$ cat src/psu_pkg.sv
// Functional notes
// Line low for the brown-out delay stops gate pulses.
// In brown-out, startup switch holds supply between 11.5 V and 12.5 V.
// After brown-out, switching resumes once line rises above brown-in level.
// Switching frequency is spread symmetrically around nominal.
// Spread stays active at every frequency, as a fixed 7 percent.
// Supply overvoltage held past 60 us latches shutdown; shorter blips ignored.
// Operation begins when rising supply reaches the start threshold.
// Supply at stop threshold halts operation and holds gate low.
// Entering lockout clears every latched protection state.
// In latch, startup switch holds supply between 8 V and 9 V.
// Latch is released only when supply falls below the off threshold.
// External latch pin low past 72 us latches shutdown.
// External latch pin high past 72 us latches shutdown.
// Nominal 65 kHz, reduced with light load, never below 25 kHz; with spread the code reaches 849 cycles, about 23.6 kHz.
// Feedback below burst level suspends switching; above it restarts.
// Feedback short comparator held for the short delay latches shutdown.
// Current-sense trip ends the gate pulse each cycle.
// Current sense is ignored during the minimum on-time.
// Line judged disconnected enables filter cap discharge.
// Line level kept in eight steps with hysteresis; a rise proves AC.
// No rise for a full detection delay starts filter cap discharge.
// Filters restart from zero on release; timers count clock cycles.
package psu_pkg;

    localparam int CLK_HZ = 20_000_000;
    localparam int US_HZ  = 1_000_000;
    localparam int MS_HZ  = 1_000;
    localparam int NS_HZ  = 1_000_000_000;

    // Delay times; cycle counts round up so no filter is ever shorter
    localparam int BO_DELAY_MS   = 65;
    localparam int SC_DELAY_MS   = 64;
    localparam int AC_DELAY_MS   = 56;
    localparam int OV_DELAY_US   = 60;
    localparam int EXT_DELAY_US  = 72;
    localparam int MIN_ON_NS     = 300;
    localparam int BO_CYC_DEF    = (BO_DELAY_MS * (CLK_HZ / MS_HZ));
    localparam int SC_CYC_DEF    = (SC_DELAY_MS * (CLK_HZ / MS_HZ));
    localparam int AC_CYC_DEF    = (AC_DELAY_MS * (CLK_HZ / MS_HZ));
    localparam int OV_CYC        = (OV_DELAY_US * CLK_HZ + US_HZ - 1) / US_HZ;
    localparam int EXT_CYC       = (EXT_DELAY_US * CLK_HZ + US_HZ - 1) / US_HZ;
    localparam int MIN_ON_CYC    = (MIN_ON_NS * (CLK_HZ / US_HZ) + MS_HZ - 1) / MS_HZ;

    // Switching period in clock cycles
    localparam int NOM_FREQ_HZ   = 65_000;
    localparam int MIN_FREQ_HZ   = 25_000;
    localparam int PER_W         = 12;
    localparam int CALC_W        = 20;
    localparam logic [CALC_W-1:0] PER_NOM  = CALC_W'(CLK_HZ / NOM_FREQ_HZ);
    localparam logic [CALC_W-1:0] PER_MAX  = CALC_W'(CLK_HZ / MIN_FREQ_HZ);
    localparam logic [CALC_W-1:0] PCT_DIV  = 20'h00064;
    localparam logic [CALC_W-1:0] SPREAD_PCT  = 20'h00007;
    localparam logic [CALC_W-1:0] MAX_DUTY_PCT = 20'h00053;
    localparam int LD_W          = 8;
    localparam int SPREAD_W      = 5;
    localparam logic [SPREAD_W-1:0] SPREAD_TOP = 5'h10;
    localparam int SPREAD_SHIFT  = 3;

    // Protection filters
    localparam int CNT_W  = 21;
    localparam int FILT_N = 4;
    localparam int F_BO   = 0;
    localparam int F_OV   = 1;
    localparam int F_EXT  = 2;
    localparam int F_SC   = 3;
    localparam int CAUSE_W = 3;

    // Register map
    localparam logic [7:0] CTRL_ADDR   = 8'h00;
    localparam logic [7:0] STATUS_ADDR = 8'h04;
    localparam logic [7:0] PERIOD_ADDR = 8'h08;
    localparam int CTRL_EN_BIT   = 0;
    localparam int ST_MODE_LSB   = 0;
    localparam int ST_GATE_BIT   = 2;
    localparam int ST_START_BIT  = 3;
    localparam int ST_DSCH_BIT   = 4;
    localparam int ST_BURST_BIT  = 5;
    localparam int ST_CAUSE_LSB  = 8;

    typedef enum logic [1:0] {
        MODE_OFF      = 2'b00,
        MODE_RUN      = 2'b01,
        MODE_BROWNOUT = 2'b10,
        MODE_LATCH    = 2'b11
    } mode_t;

    // Comparator and quantiser outputs facing the block
    typedef struct packed {
        logic            line_sense_low;
        logic            line_sense_brownin;
        logic [2:0]      line_sense_level;
        logic            supply_at_start;
        logic            supply_below_off;
        logic            supply_below_lpl;
        logic            supply_above_lph;
        logic            supply_below_ll;
        logic            supply_above_lh;
        logic            supply_overvoltage;
        logic            external_latch_low;
        logic            external_latch_high;
        logic            feedback_burst_low;
        logic            feedback_short;
        logic [LD_W-1:0] feedback_level;
        logic            cs_trip;
    } sense_t;

    typedef struct packed {
        mode_t                        mode;
        logic [FILT_N-1:0][CNT_W-1:0] filt;
        logic [CNT_W-1:0]             ac_cnt;
        logic [2:0]                   lv_track;
        logic                         dsch;
        logic [PER_W-1:0]             phase;
        logic [PER_W-1:0]             period;
        logic [SPREAD_W-1:0]          spread_step;
        logic                         spread_down;
        logic                         gate;
        logic                         startup;
        logic [CAUSE_W-1:0]           cause;
        logic                         ctrl_en;
        logic                         ack;
        logic [31:0]                  rdata;
    } state_t;

    localparam state_t ST_RESET = '{
        mode    : MODE_OFF,
        period  : PER_W'(PER_NOM),
        startup : 1'h1,
        ctrl_en : 1'h1,
        default : '0
    };

endpackage

$ cat src/psu_protection_sequencer.sv
`timescale 1ns/1ns
module psu_protection_sequencer
    import psu_pkg::*;
#(
    parameter int BO_CYC  = BO_CYC_DEF,
    parameter int SC_CYC  = SC_CYC_DEF,
    parameter int AC_CYC  = AC_CYC_DEF
)(
    input  wire logic        sys_clk,
    input  wire logic        rst,
    input  wire sense_t      sense,
    input  wire logic        wb_cyc_i,
    input  wire logic        wb_stb_i,
    input  wire logic        wb_we_i,
    input  wire logic [7:0]  wb_adr_i,
    input  wire logic [3:0]  wb_sel_i,
    input  wire logic [31:0] wb_dat_i,
    output logic             wb_ack_o,
    output logic [31:0]      wb_dat_o,
    output logic             gate_out,
    output logic             startup_on,
    output logic             filter_cap_discharge
);

    localparam logic [FILT_N-1:0][CNT_W-1:0] FILT_LIM = {
        CNT_W'(SC_CYC), CNT_W'(EXT_CYC), CNT_W'(OV_CYC), CNT_W'(BO_CYC)
    };
    localparam logic [CNT_W-1:0] AC_LIM  = CNT_W'(AC_CYC);
    localparam logic [CNT_W-1:0] CNT_ONE = 21'h000001;
    localparam logic [PER_W-1:0] PER_ONE = 12'h001;
    localparam logic [PER_W-1:0] MIN_ON_LAST = PER_W'(MIN_ON_CYC - 1);

    state_t                  st;
    state_t                  nx;
    logic [FILT_N-1:0]       trig;
    logic [FILT_N-1:0]       fire;
    logic                    latch_fire;
    logic                    lv_up;
    logic                    sw_ok;
    logic                    wrap;
    logic                    bus_req;
    logic [CALC_W-1:0]       base_per;
    logic [CALC_W-1:0]       dev;
    logic [CALC_W-1:0]       spread_off;
    logic [CALC_W-1:0]       new_per;
    logic [CALC_W-1:0]       max_on;

    ////////////////////////////////////////////////////////////////////////////
    // Next-state logic

    always_comb
    begin
        nx = st;
        trig[F_BO]  = sense.line_sense_low;
        trig[F_OV]  = sense.supply_overvoltage;
        trig[F_EXT] = sense.external_latch_low | sense.external_latch_high;
        trig[F_SC]  = sense.feedback_short;

        // filter restart
        for (int i = 0; i < FILT_N; i++)
        begin
            fire[i] = trig[i] && (st.mode != MODE_OFF) && (st.filt[i] == FILT_LIM[i] - CNT_ONE);
            if (!trig[i] || st.mode == MODE_OFF)
                nx.filt[i] = '0;
            else if (!fire[i])
                nx.filt[i] = st.filt[i] + CNT_ONE;
        end
        latch_fire = fire[F_OV] | fire[F_EXT] | fire[F_SC];

        case (st.mode)
            // start threshold
            MODE_OFF:
            begin
                if (sense.supply_at_start)
                    nx.mode = MODE_RUN;
            end
            // latch entry, R01 brown-out
            MODE_RUN:
            begin
                if (latch_fire)
                    nx.mode = MODE_LATCH;
                else if (fire[F_BO])
                    nx.mode = MODE_BROWNOUT;
            end
            // brown-in resume
            MODE_BROWNOUT:
            begin
                if (latch_fire)
                    nx.mode = MODE_LATCH;
                else if (sense.line_sense_brownin)
                    nx.mode = MODE_RUN;
            end
            MODE_LATCH:
            begin
                nx.mode = MODE_LATCH;
            end
            default:
            begin
                nx.mode = MODE_OFF;
            end
        endcase
        nx.cause = st.cause | {fire[F_SC], fire[F_EXT], fire[F_OV]};

        // lockout wins and clears latches
        if (sense.supply_below_off)
        begin
            nx.mode  = MODE_OFF;
            nx.cause = '0;
        end

        // startup switch hysteresis
        case (nx.mode)
            MODE_OFF:
            begin
                nx.startup = 1'h1;
            end
            MODE_RUN:
            begin
                nx.startup = 1'h0;
            end
            MODE_BROWNOUT:
            begin
                if (sense.supply_below_lpl)
                    nx.startup = 1'h1;
                else if (sense.supply_above_lph)
                    nx.startup = 1'h0;
            end
            MODE_LATCH:
            begin
                if (sense.supply_below_ll)
                    nx.startup = 1'h1;
                else if (sense.supply_above_lh)
                    nx.startup = 1'h0;
            end
            default:
            begin
                nx.startup = 1'h1;
            end
        endcase

        // level tracking; a one-step fall is absorbed by hysteresis
        lv_up = sense.line_sense_level > st.lv_track;
        if (lv_up)
            nx.lv_track = sense.line_sense_level;
        else if ({1'b0, sense.line_sense_level} + 4'h1 < {1'b0, st.lv_track})
            nx.lv_track = sense.line_sense_level;

        // discharge after a silent window
        if (lv_up)
        begin
            nx.ac_cnt = '0;
            nx.dsch   = 1'h0;
        end
        else if (st.ac_cnt == AC_LIM - CNT_ONE)
            nx.dsch = 1'h1;
        else
            nx.ac_cnt = st.ac_cnt + CNT_ONE;

        // period follows feedback between nominal and minimum frequency
        base_per = PER_MAX
                 - (((PER_MAX - PER_NOM) * CALC_W'(sense.feedback_level)) >> LD_W);
        // symmetric spread as a percentage of the feedback-derived base period
        dev        = (base_per * SPREAD_PCT) / PCT_DIV;
        spread_off = (dev * CALC_W'(st.spread_step)) >> SPREAD_SHIFT;
        new_per    = base_per + spread_off - dev;
        max_on     = (CALC_W'(st.period) * MAX_DUTY_PCT) / PCT_DIV;

        // burst gating
        sw_ok = (nx.mode == MODE_RUN) && st.ctrl_en && !sense.feedback_burst_low;
        wrap  = st.phase >= st.period - PER_ONE;

        if (wrap)
        begin
            nx.phase  = '0;
            nx.period = PER_W'(new_per);
            nx.gate   = sw_ok;
            if (!st.spread_down && st.spread_step == SPREAD_TOP - 5'h01)
                nx.spread_down = 1'h1;
            else if (st.spread_down && st.spread_step == 5'h01)
                nx.spread_down = 1'h0;
            if (nx.spread_down)
                nx.spread_step = st.spread_step - 5'h01;
            else
                nx.spread_step = st.spread_step + 5'h01;
        end
        else
        begin
            nx.phase = st.phase + PER_ONE;
            if (!sw_ok)
                nx.gate = 1'h0;
            // current sense honoured only after minimum on-time
            else if (sense.cs_trip && st.phase >= MIN_ON_LAST)
                nx.gate = 1'h0;
            else if (CALC_W'(st.phase) >= max_on)
                nx.gate = 1'h0;
        end

        // Bus slave: ack one cycle after the strobe, dropped the next cycle
        bus_req = wb_cyc_i && wb_stb_i && !st.ack;
        nx.ack  = bus_req;
        if (bus_req)
        begin
            nx.rdata = '0;
            if (wb_we_i && wb_adr_i == CTRL_ADDR && wb_sel_i[0])
                nx.ctrl_en = wb_dat_i[CTRL_EN_BIT];
            case (wb_adr_i)
                CTRL_ADDR:
                begin
                    nx.rdata[CTRL_EN_BIT] = st.ctrl_en;
                end
                STATUS_ADDR:
                begin
                    nx.rdata[ST_MODE_LSB +: 2]       = st.mode;
                    nx.rdata[ST_GATE_BIT]            = st.gate;
                    nx.rdata[ST_START_BIT]           = st.startup;
                    nx.rdata[ST_DSCH_BIT]            = st.dsch;
                    nx.rdata[ST_BURST_BIT]           = sense.feedback_burst_low;
                    nx.rdata[ST_CAUSE_LSB +: CAUSE_W] = st.cause;
                end
                PERIOD_ADDR:
                begin
                    nx.rdata[PER_W-1:0] = st.period;
                end
                default:
                begin
                    nx.rdata = '0;
                end
            endcase
        end
    end

    always_ff @(posedge sys_clk)
    begin
        if (rst)
            st <= ST_RESET;
        else
            st <= nx;
    end

    assign gate_out             = st.gate;
    assign startup_on           = st.startup;
    assign filter_cap_discharge = st.dsch;
    assign wb_ack_o             = st.ack;
    assign wb_dat_o             = st.rdata;
endmodule

$ cat config.mk
export PLATFORM = sky130hd
export DESIGN_NAME = psu_protection_sequencer
export DESIGN_NICKNAME = d
export VERILOG_FILES = /design/src/psu_pkg.sv /design/src/psu_protection_sequencer.sv
export SDC_FILE = /design/constraint.sdc
export NUM_CORES = 1
export LEC_CHECK = 0
export ABC_AREA = 1
export BUFFER_PORTS_ARGS = -buffer_cell sky130_fd_sc_hd__buf_2
export CAP_MARGIN = 20
export CELL_PAD_IN_SITES_DETAIL_PLACEMENT = 1
export CELL_PAD_IN_SITES_GLOBAL_PLACEMENT = 2
export CORE_UTILIZATION = 30
export DETAILED_ROUTE_END_ITERATION = 7
export GPL_TIMING_DRIVEN = 0
export PLACE_DENSITY = 0.77
export SKIP_CTS_REPAIR_TIMING = 1
export SLEW_MARGIN = 5
export SYNTH_ARGS = -nofsm -noshare
export SYNTH_HDL_FRONTEND = slang
export SYNTH_SLANG_ARGS = --single-unit
$ cat constraint.sdc
create_clock -name sys_clk -period 41 [get_ports sys_clk]
set_input_delay 2.05 -clock sys_clk [delete_from_list [all_inputs] [get_ports sys_clk]]
set_output_delay 2.05 -clock sys_clk [all_outputs]
set_load 0.1 [all_outputs]
Word-level counts from Yosys, hierarchy flattened

Cells that the tools add are included.

Bits in registers: 160
Latch bits: 0
RAM bits: 0
ROM bits: 0
Output and inout bits: 36
Word-level logic and storage cells: 133
Memories: 0

Add/sub/neg operators: 13
Multipliers: 4
Div/mod/pow operators: 2
Order comparisons: 5
Equality and inequality tests: 18
Shifts and indexed selects: 0
Muxes and demuxes: 27
Bitwise logic cells: 4
Reduce and logical (&&, ||, !) cells: 42

Operators with widths:

| kind                  | count |
|---|---|
| $add 21x1->21 const B | 5 |
| $eq 21x21->1 const B  | 3 |
| $eq 21x11->1 const B  | 2 |
| $div 19x7->20 const B | 1 |
| $div 20x7->20 const B | 1 |
| $ge 12x20->1          | 1 |
| $mul 20x5->15         | 1 |
| $mul 12x7->19 const B | 1 |
| $logic_and 1x1->1     | 17 |
| $mul 9x8->17 const A  | 1 |
| $mul 11x4->15 const B | 1 |
| $mux 2                | 7 |
| $reduce_or 2->1       | 7 |
| $add 11x12->12        | 1 |
| $add 12x1->12 const B | 1 |
| $ge 12x12->1          | 1 |
| $ge 12x3->1 const B   | 1 |
| $mux 1                | 12 |
| $sub 12x1->12 const B | 1 |
| $sub 12x12->12        | 1 |
| $sub 10x9->11 const A | 1 |
| $pmux 5 s2            | 1 |
| $eq 2x2->1 const B    | 4 |
| $eq 8x3->1 const B    | 1 |
| 25 further kinds      | 42 |

Longest topological paths before layout

Word-level depth: 13
Mapped depth: 110
Depth with buffers taken out: 110

Worst setup path before layout

OpenSTA, ideal clock, no wires.

Kind: input-to-reg
From: input sense[3] in the netlist's numbering
To: register st[56] in the netlist's numbering
Library setup time: 0.056 ns
Data arrival time: 16.119 ns
Path slack: 24.825 ns
Stages on the path: 97
Buffers on the path: 1
Path through: inv_1 > fa_1 > inv_1 > fa_1 > fa_1 > fa_1 > ha_1 > a21o_1 > nand2_1 > nand2_1 > a21o_1 > nand2_1 > nand2_1 > a21o_1 > a21oi_1 > xor2_1 > nor2_1 > nand2_1 > [... 61 more ...] > xnor2_1 > inv_1 > fa_1 > ha_1 > a21oi_1 > o21ai_0 > a21oi_1 > inv_1 > a21oi_1 > inv_1 > a21oi_1 > or2_2 > nand2_1 > a21oi_1 > nand3_1 > nand3_1 > nand2_1 > inv_1

Word-level cells in the longest chain between the ends: 7

RTL lines:

| item                 | RTL line                        | text |
|---|---|---|
| from (decl)          | psu_protection_sequencer.sv:11  | `input wire sense_t sense,` |
| $mul 9x8->17 (*)     | psu_protection_sequencer.sv:161 | `- (((PER_MAX - PER_NOM) * CALC_W'(sense.feedback_level)) >> LD_W);` |
| $sub 10x9->11 (*)    | psu_protection_sequencer.sv:161 |  |
| $mul 11x4->15        | psu_protection_sequencer.sv:163 | `dev = (base_per * SPREAD_PCT) / PCT_DIV;` |
| $div 20x7->20        | psu_protection_sequencer.sv:163 |  |
| $mul 20x5->15        | psu_protection_sequencer.sv:164 | `spread_off = (dev * CALC_W'(st.spread_step)) >> SPREAD_SHIFT;` |
| $add 11x12->12       | psu_protection_sequencer.sv:165 | `new_per = base_per + spread_off - dev;` |
| $sub 12x12->12 (*)   | psu_protection_sequencer.sv:165 |  |
| to (signal assigned) | psu_protection_sequencer.sv:237 | `st <= nx;` |
| to (decl)            | psu_protection_sequencer.sv:33  | `state_t st;` |

Mark *: on every way between the ends. The rest lies on a longest branch, timed or not.
A chain may end at the register's enable or synchronous reset.

Worst setup path after layout

Ends and elaborated chain as after synthesis.

==> key figures <==
STA
  – Worst Clk Skew: about 0.016 ns
  – Period utilisation layout: between 40% and 50%
  – Crit path time final: ~18 ns
  – Final Setup Violations: 0
  – Fmax: around 55 MHz
  – Final hold vios: 0
  – Worst-Margin Slew: 0.995 ns
  – RSZ-0062 raised after global routing: no
  – Slew Viols, Final: 0
  – Final TNS setup: 0 ns
  – Relative slew slack: between 30% and 40%

Clock tree
  – CTS tree: done
  – Max clock buf depth: 2
  – Clock slew at reported path FFs: 0.06 ns
  – Clk_lat worst skew: approximately 0.44 ns
  – Sink Count: 160
  – Htree depth: 4
  – Clock root cell: clkbuf_16
  – CTS Buf Count: 17

Logic synthesis
  – Warning count from the yosys run: 0
  – Area share of the leading cell type in the synthesized netlist: 18.8%
  – Fraction of registers with async set/reset: 0%
  – Yosys reg bits: 160
  – Synth area leader: dfxtp_1
  – Top cells by area, synth: dfxtp_1, ha_1, inv_1
  – Netlist cell types: 60
  – Synth Cell Area: 0.0171 mm²
  – Sequential fraction of the synthesis area: 18.8%
  – Syn Area/Cell: 6.87 µm²
  – Most used DFF post-synth: dfxtp_1
  – EDFF count, synth: 0
  – Post-synthesis cell count: between 2000 and 2500

Status
  – Status: finished, final reports clean

Critical path
  – Worst path slowest cell: xnor2_1
  – CP required: 41.39 ns
  – Crit path largest cell delay: 0.82 ns
  – Crit path top cell by count: nand2_1
  – Worst Path Arrival: ~19 ns
  – Max FO, Critical Path: 10
  – Worst Setup Start Kind: primary input
  – Worst setup EP type: flip-flop
  – CP Class: in -> reg

Floorplanning
  – Die Ht: 241 µm
  – IO Count: 110
  – Core area: about 0.056 mm²
  – Num rows: 87
  – Die ar.: 0.0579 mm²
  – Die W: between 200 and 250 µm
  – Initial Util: between 30% and 40%

Drt
  – TritonRoute pass-1 iters: 4
  – Vias: 15734
  – Total wire length: roughly 46 mm
  – DRC Markers: 0
  – DR WL/cell: approximately 14 µm
  – Drt via density: 4.69
  – Final ANT Viol Nets: 0
  – Initial drt markers: roughly 420

Final layout
  – Commonest non-fill, non-tap cell in the layout: inv_1
  – Most frequent cells in the layout: inv_1, nand2_1, ha_1
  – ANT cells: 0
  – Area grow syn2layout: 11.1%
  – Final Util: about a third
  – Fin nets: 2929
  – Layout cells sized above 1: 10.7%

GRT
  – GRT overflow: 0
  – Pin count of the biggest net entering global routing: 17
  – Vias in the first global route: about 17000
  – Initial antenna violation count: 1
  – First-pass GRT wire length: 78.9 mm
  – Tot GR Track Use: between 10% and 20%

Min path
  – HP Class: reg -> reg

Placement
  – DP Wirelength: around 39 mm
  – RD Place Congestion: ~0.81
  – I/O Buffers: 55

Job
  – MaxCap Viol Count: 0
-- sequential cells by signal, summed over array words and instances (netlist names) --
register / cells
filter_cap_discharge: 1
gate_out: 1
wb_ack_o: 1
st: 144
startup_on: 1
wb_dat_o: 12
-- worst paths after layout --
kind,start,slack (ns),endpoint,cells past startpoint
setup / recovery,sense[3],22.76,st[56]$_SDFFE_PP0P_,99
hold reg to reg,st[109]$_SDFFE_PP0N_,0.46,st[109]$_SDFFE_PP0N_,1
hold / removal,st[109]$_SDFFE_PP0N_,0.46,st[109]$_SDFFE_PP0N_,1
setup reg to reg,st[49]$_SDFFE_PP1P_,30.03,gate_out$_SDFFE_PP0P_,85
-- cells by family after synthesis --
| group | synth area share [%] |
|---|---|
| other cells | 0.0440 |
| compound gates | 11.5 |
| flops | 18.8 |
| fa+ha+maj | 22.9 |
| simple gates | 29.0 |
| xor+xnor | 4.82 |
| buf+inv | 13.0 |
-- through the flow --
stage	hold slack (ns)	area, µm²	std cells	setup WS [ns]
6_report	0.464	19000	3354	22.76
3_5_place_dp	0.455	18400	3322	22.12
2_1_floorplan	0.422	17200	2511	24.83
5_1_grt	0.494	19000	3354	21.23
4_1_cts	0.463	19000	3354	22.54
3_3_place_gp	0.435	18400	3322	22.44
-- routing by layer --
layer  GRT usage (%)  share of wire (%)  vias up
met4            3.73                1.1        2
met1            20.7                 48     7504
met3            1.35                1.3       33
li1                -                  -     8102
met5               0              0.028        -
met2            30.2                 49       93
-- Yosys cell counts (5+ instances only) --
| library cell | n |
|---|---|
| nor3_1 | 66 |
| or2_1 | 5 |
| o22ai_1 | 9 |
| nor2_1 | 191 |
| o21a_1 | 8 |
| xnor2_1 | 25 |
| o211ai_1 | 6 |
| a21oi_1 | 163 |
| o21ai_0 | 102 |
| nand4_1 | 53 |
| xor2_1 | 69 |
| clkbuf_1 | 18 |
| dfxtp_1 | 160 |
| a21o_1 | 8 |
| nand3_2 | 7 |
| inv_2 | 30 |
| nand3b_1 | 11 |
| or2_2 | 19 |
| nand2_4 | 14 |
| inv_1 | 472 |
| fa_1 | 70 |
| nand2_1 | 453 |
| nand3_1 | 110 |
| buf_4 | 32 |
| nor3b_1 | 5 |
| nor4_1 | 27 |
| ha_1 | 200 |
| o21ai_1 | 20 |
| nand2_2 | 64 |
| o21bai_1 | 7 |
-- critical path: cells and delay by family --
family | cells | cell delay, ns
adders and majority gates | 15 | 6.11
and+or+nand+nor | 46 | 4.50
AOI/OAI and AO/OA | 14 | 2.48
buffers and inverters | 20 | 1.78
xor gates and xnor gates | 4 | 1.65
-- layout make-up --
cell class | count | area (µm²)
buffer | 52 | 323
tap | 756 | 946
multi-input combinational | 1793 | 11700
timing repair buffer | 55 | 275
clock inverter | 14 | 155
fill | 7259 | 37300
sequential | 160 | 3200
inverter | 506 | 1900
clock buffer | 18 | 429
Power is left out: the tool's default activity adds up to more than one toggle a clock period on the data nets, which glitch-free logic cannot reach.
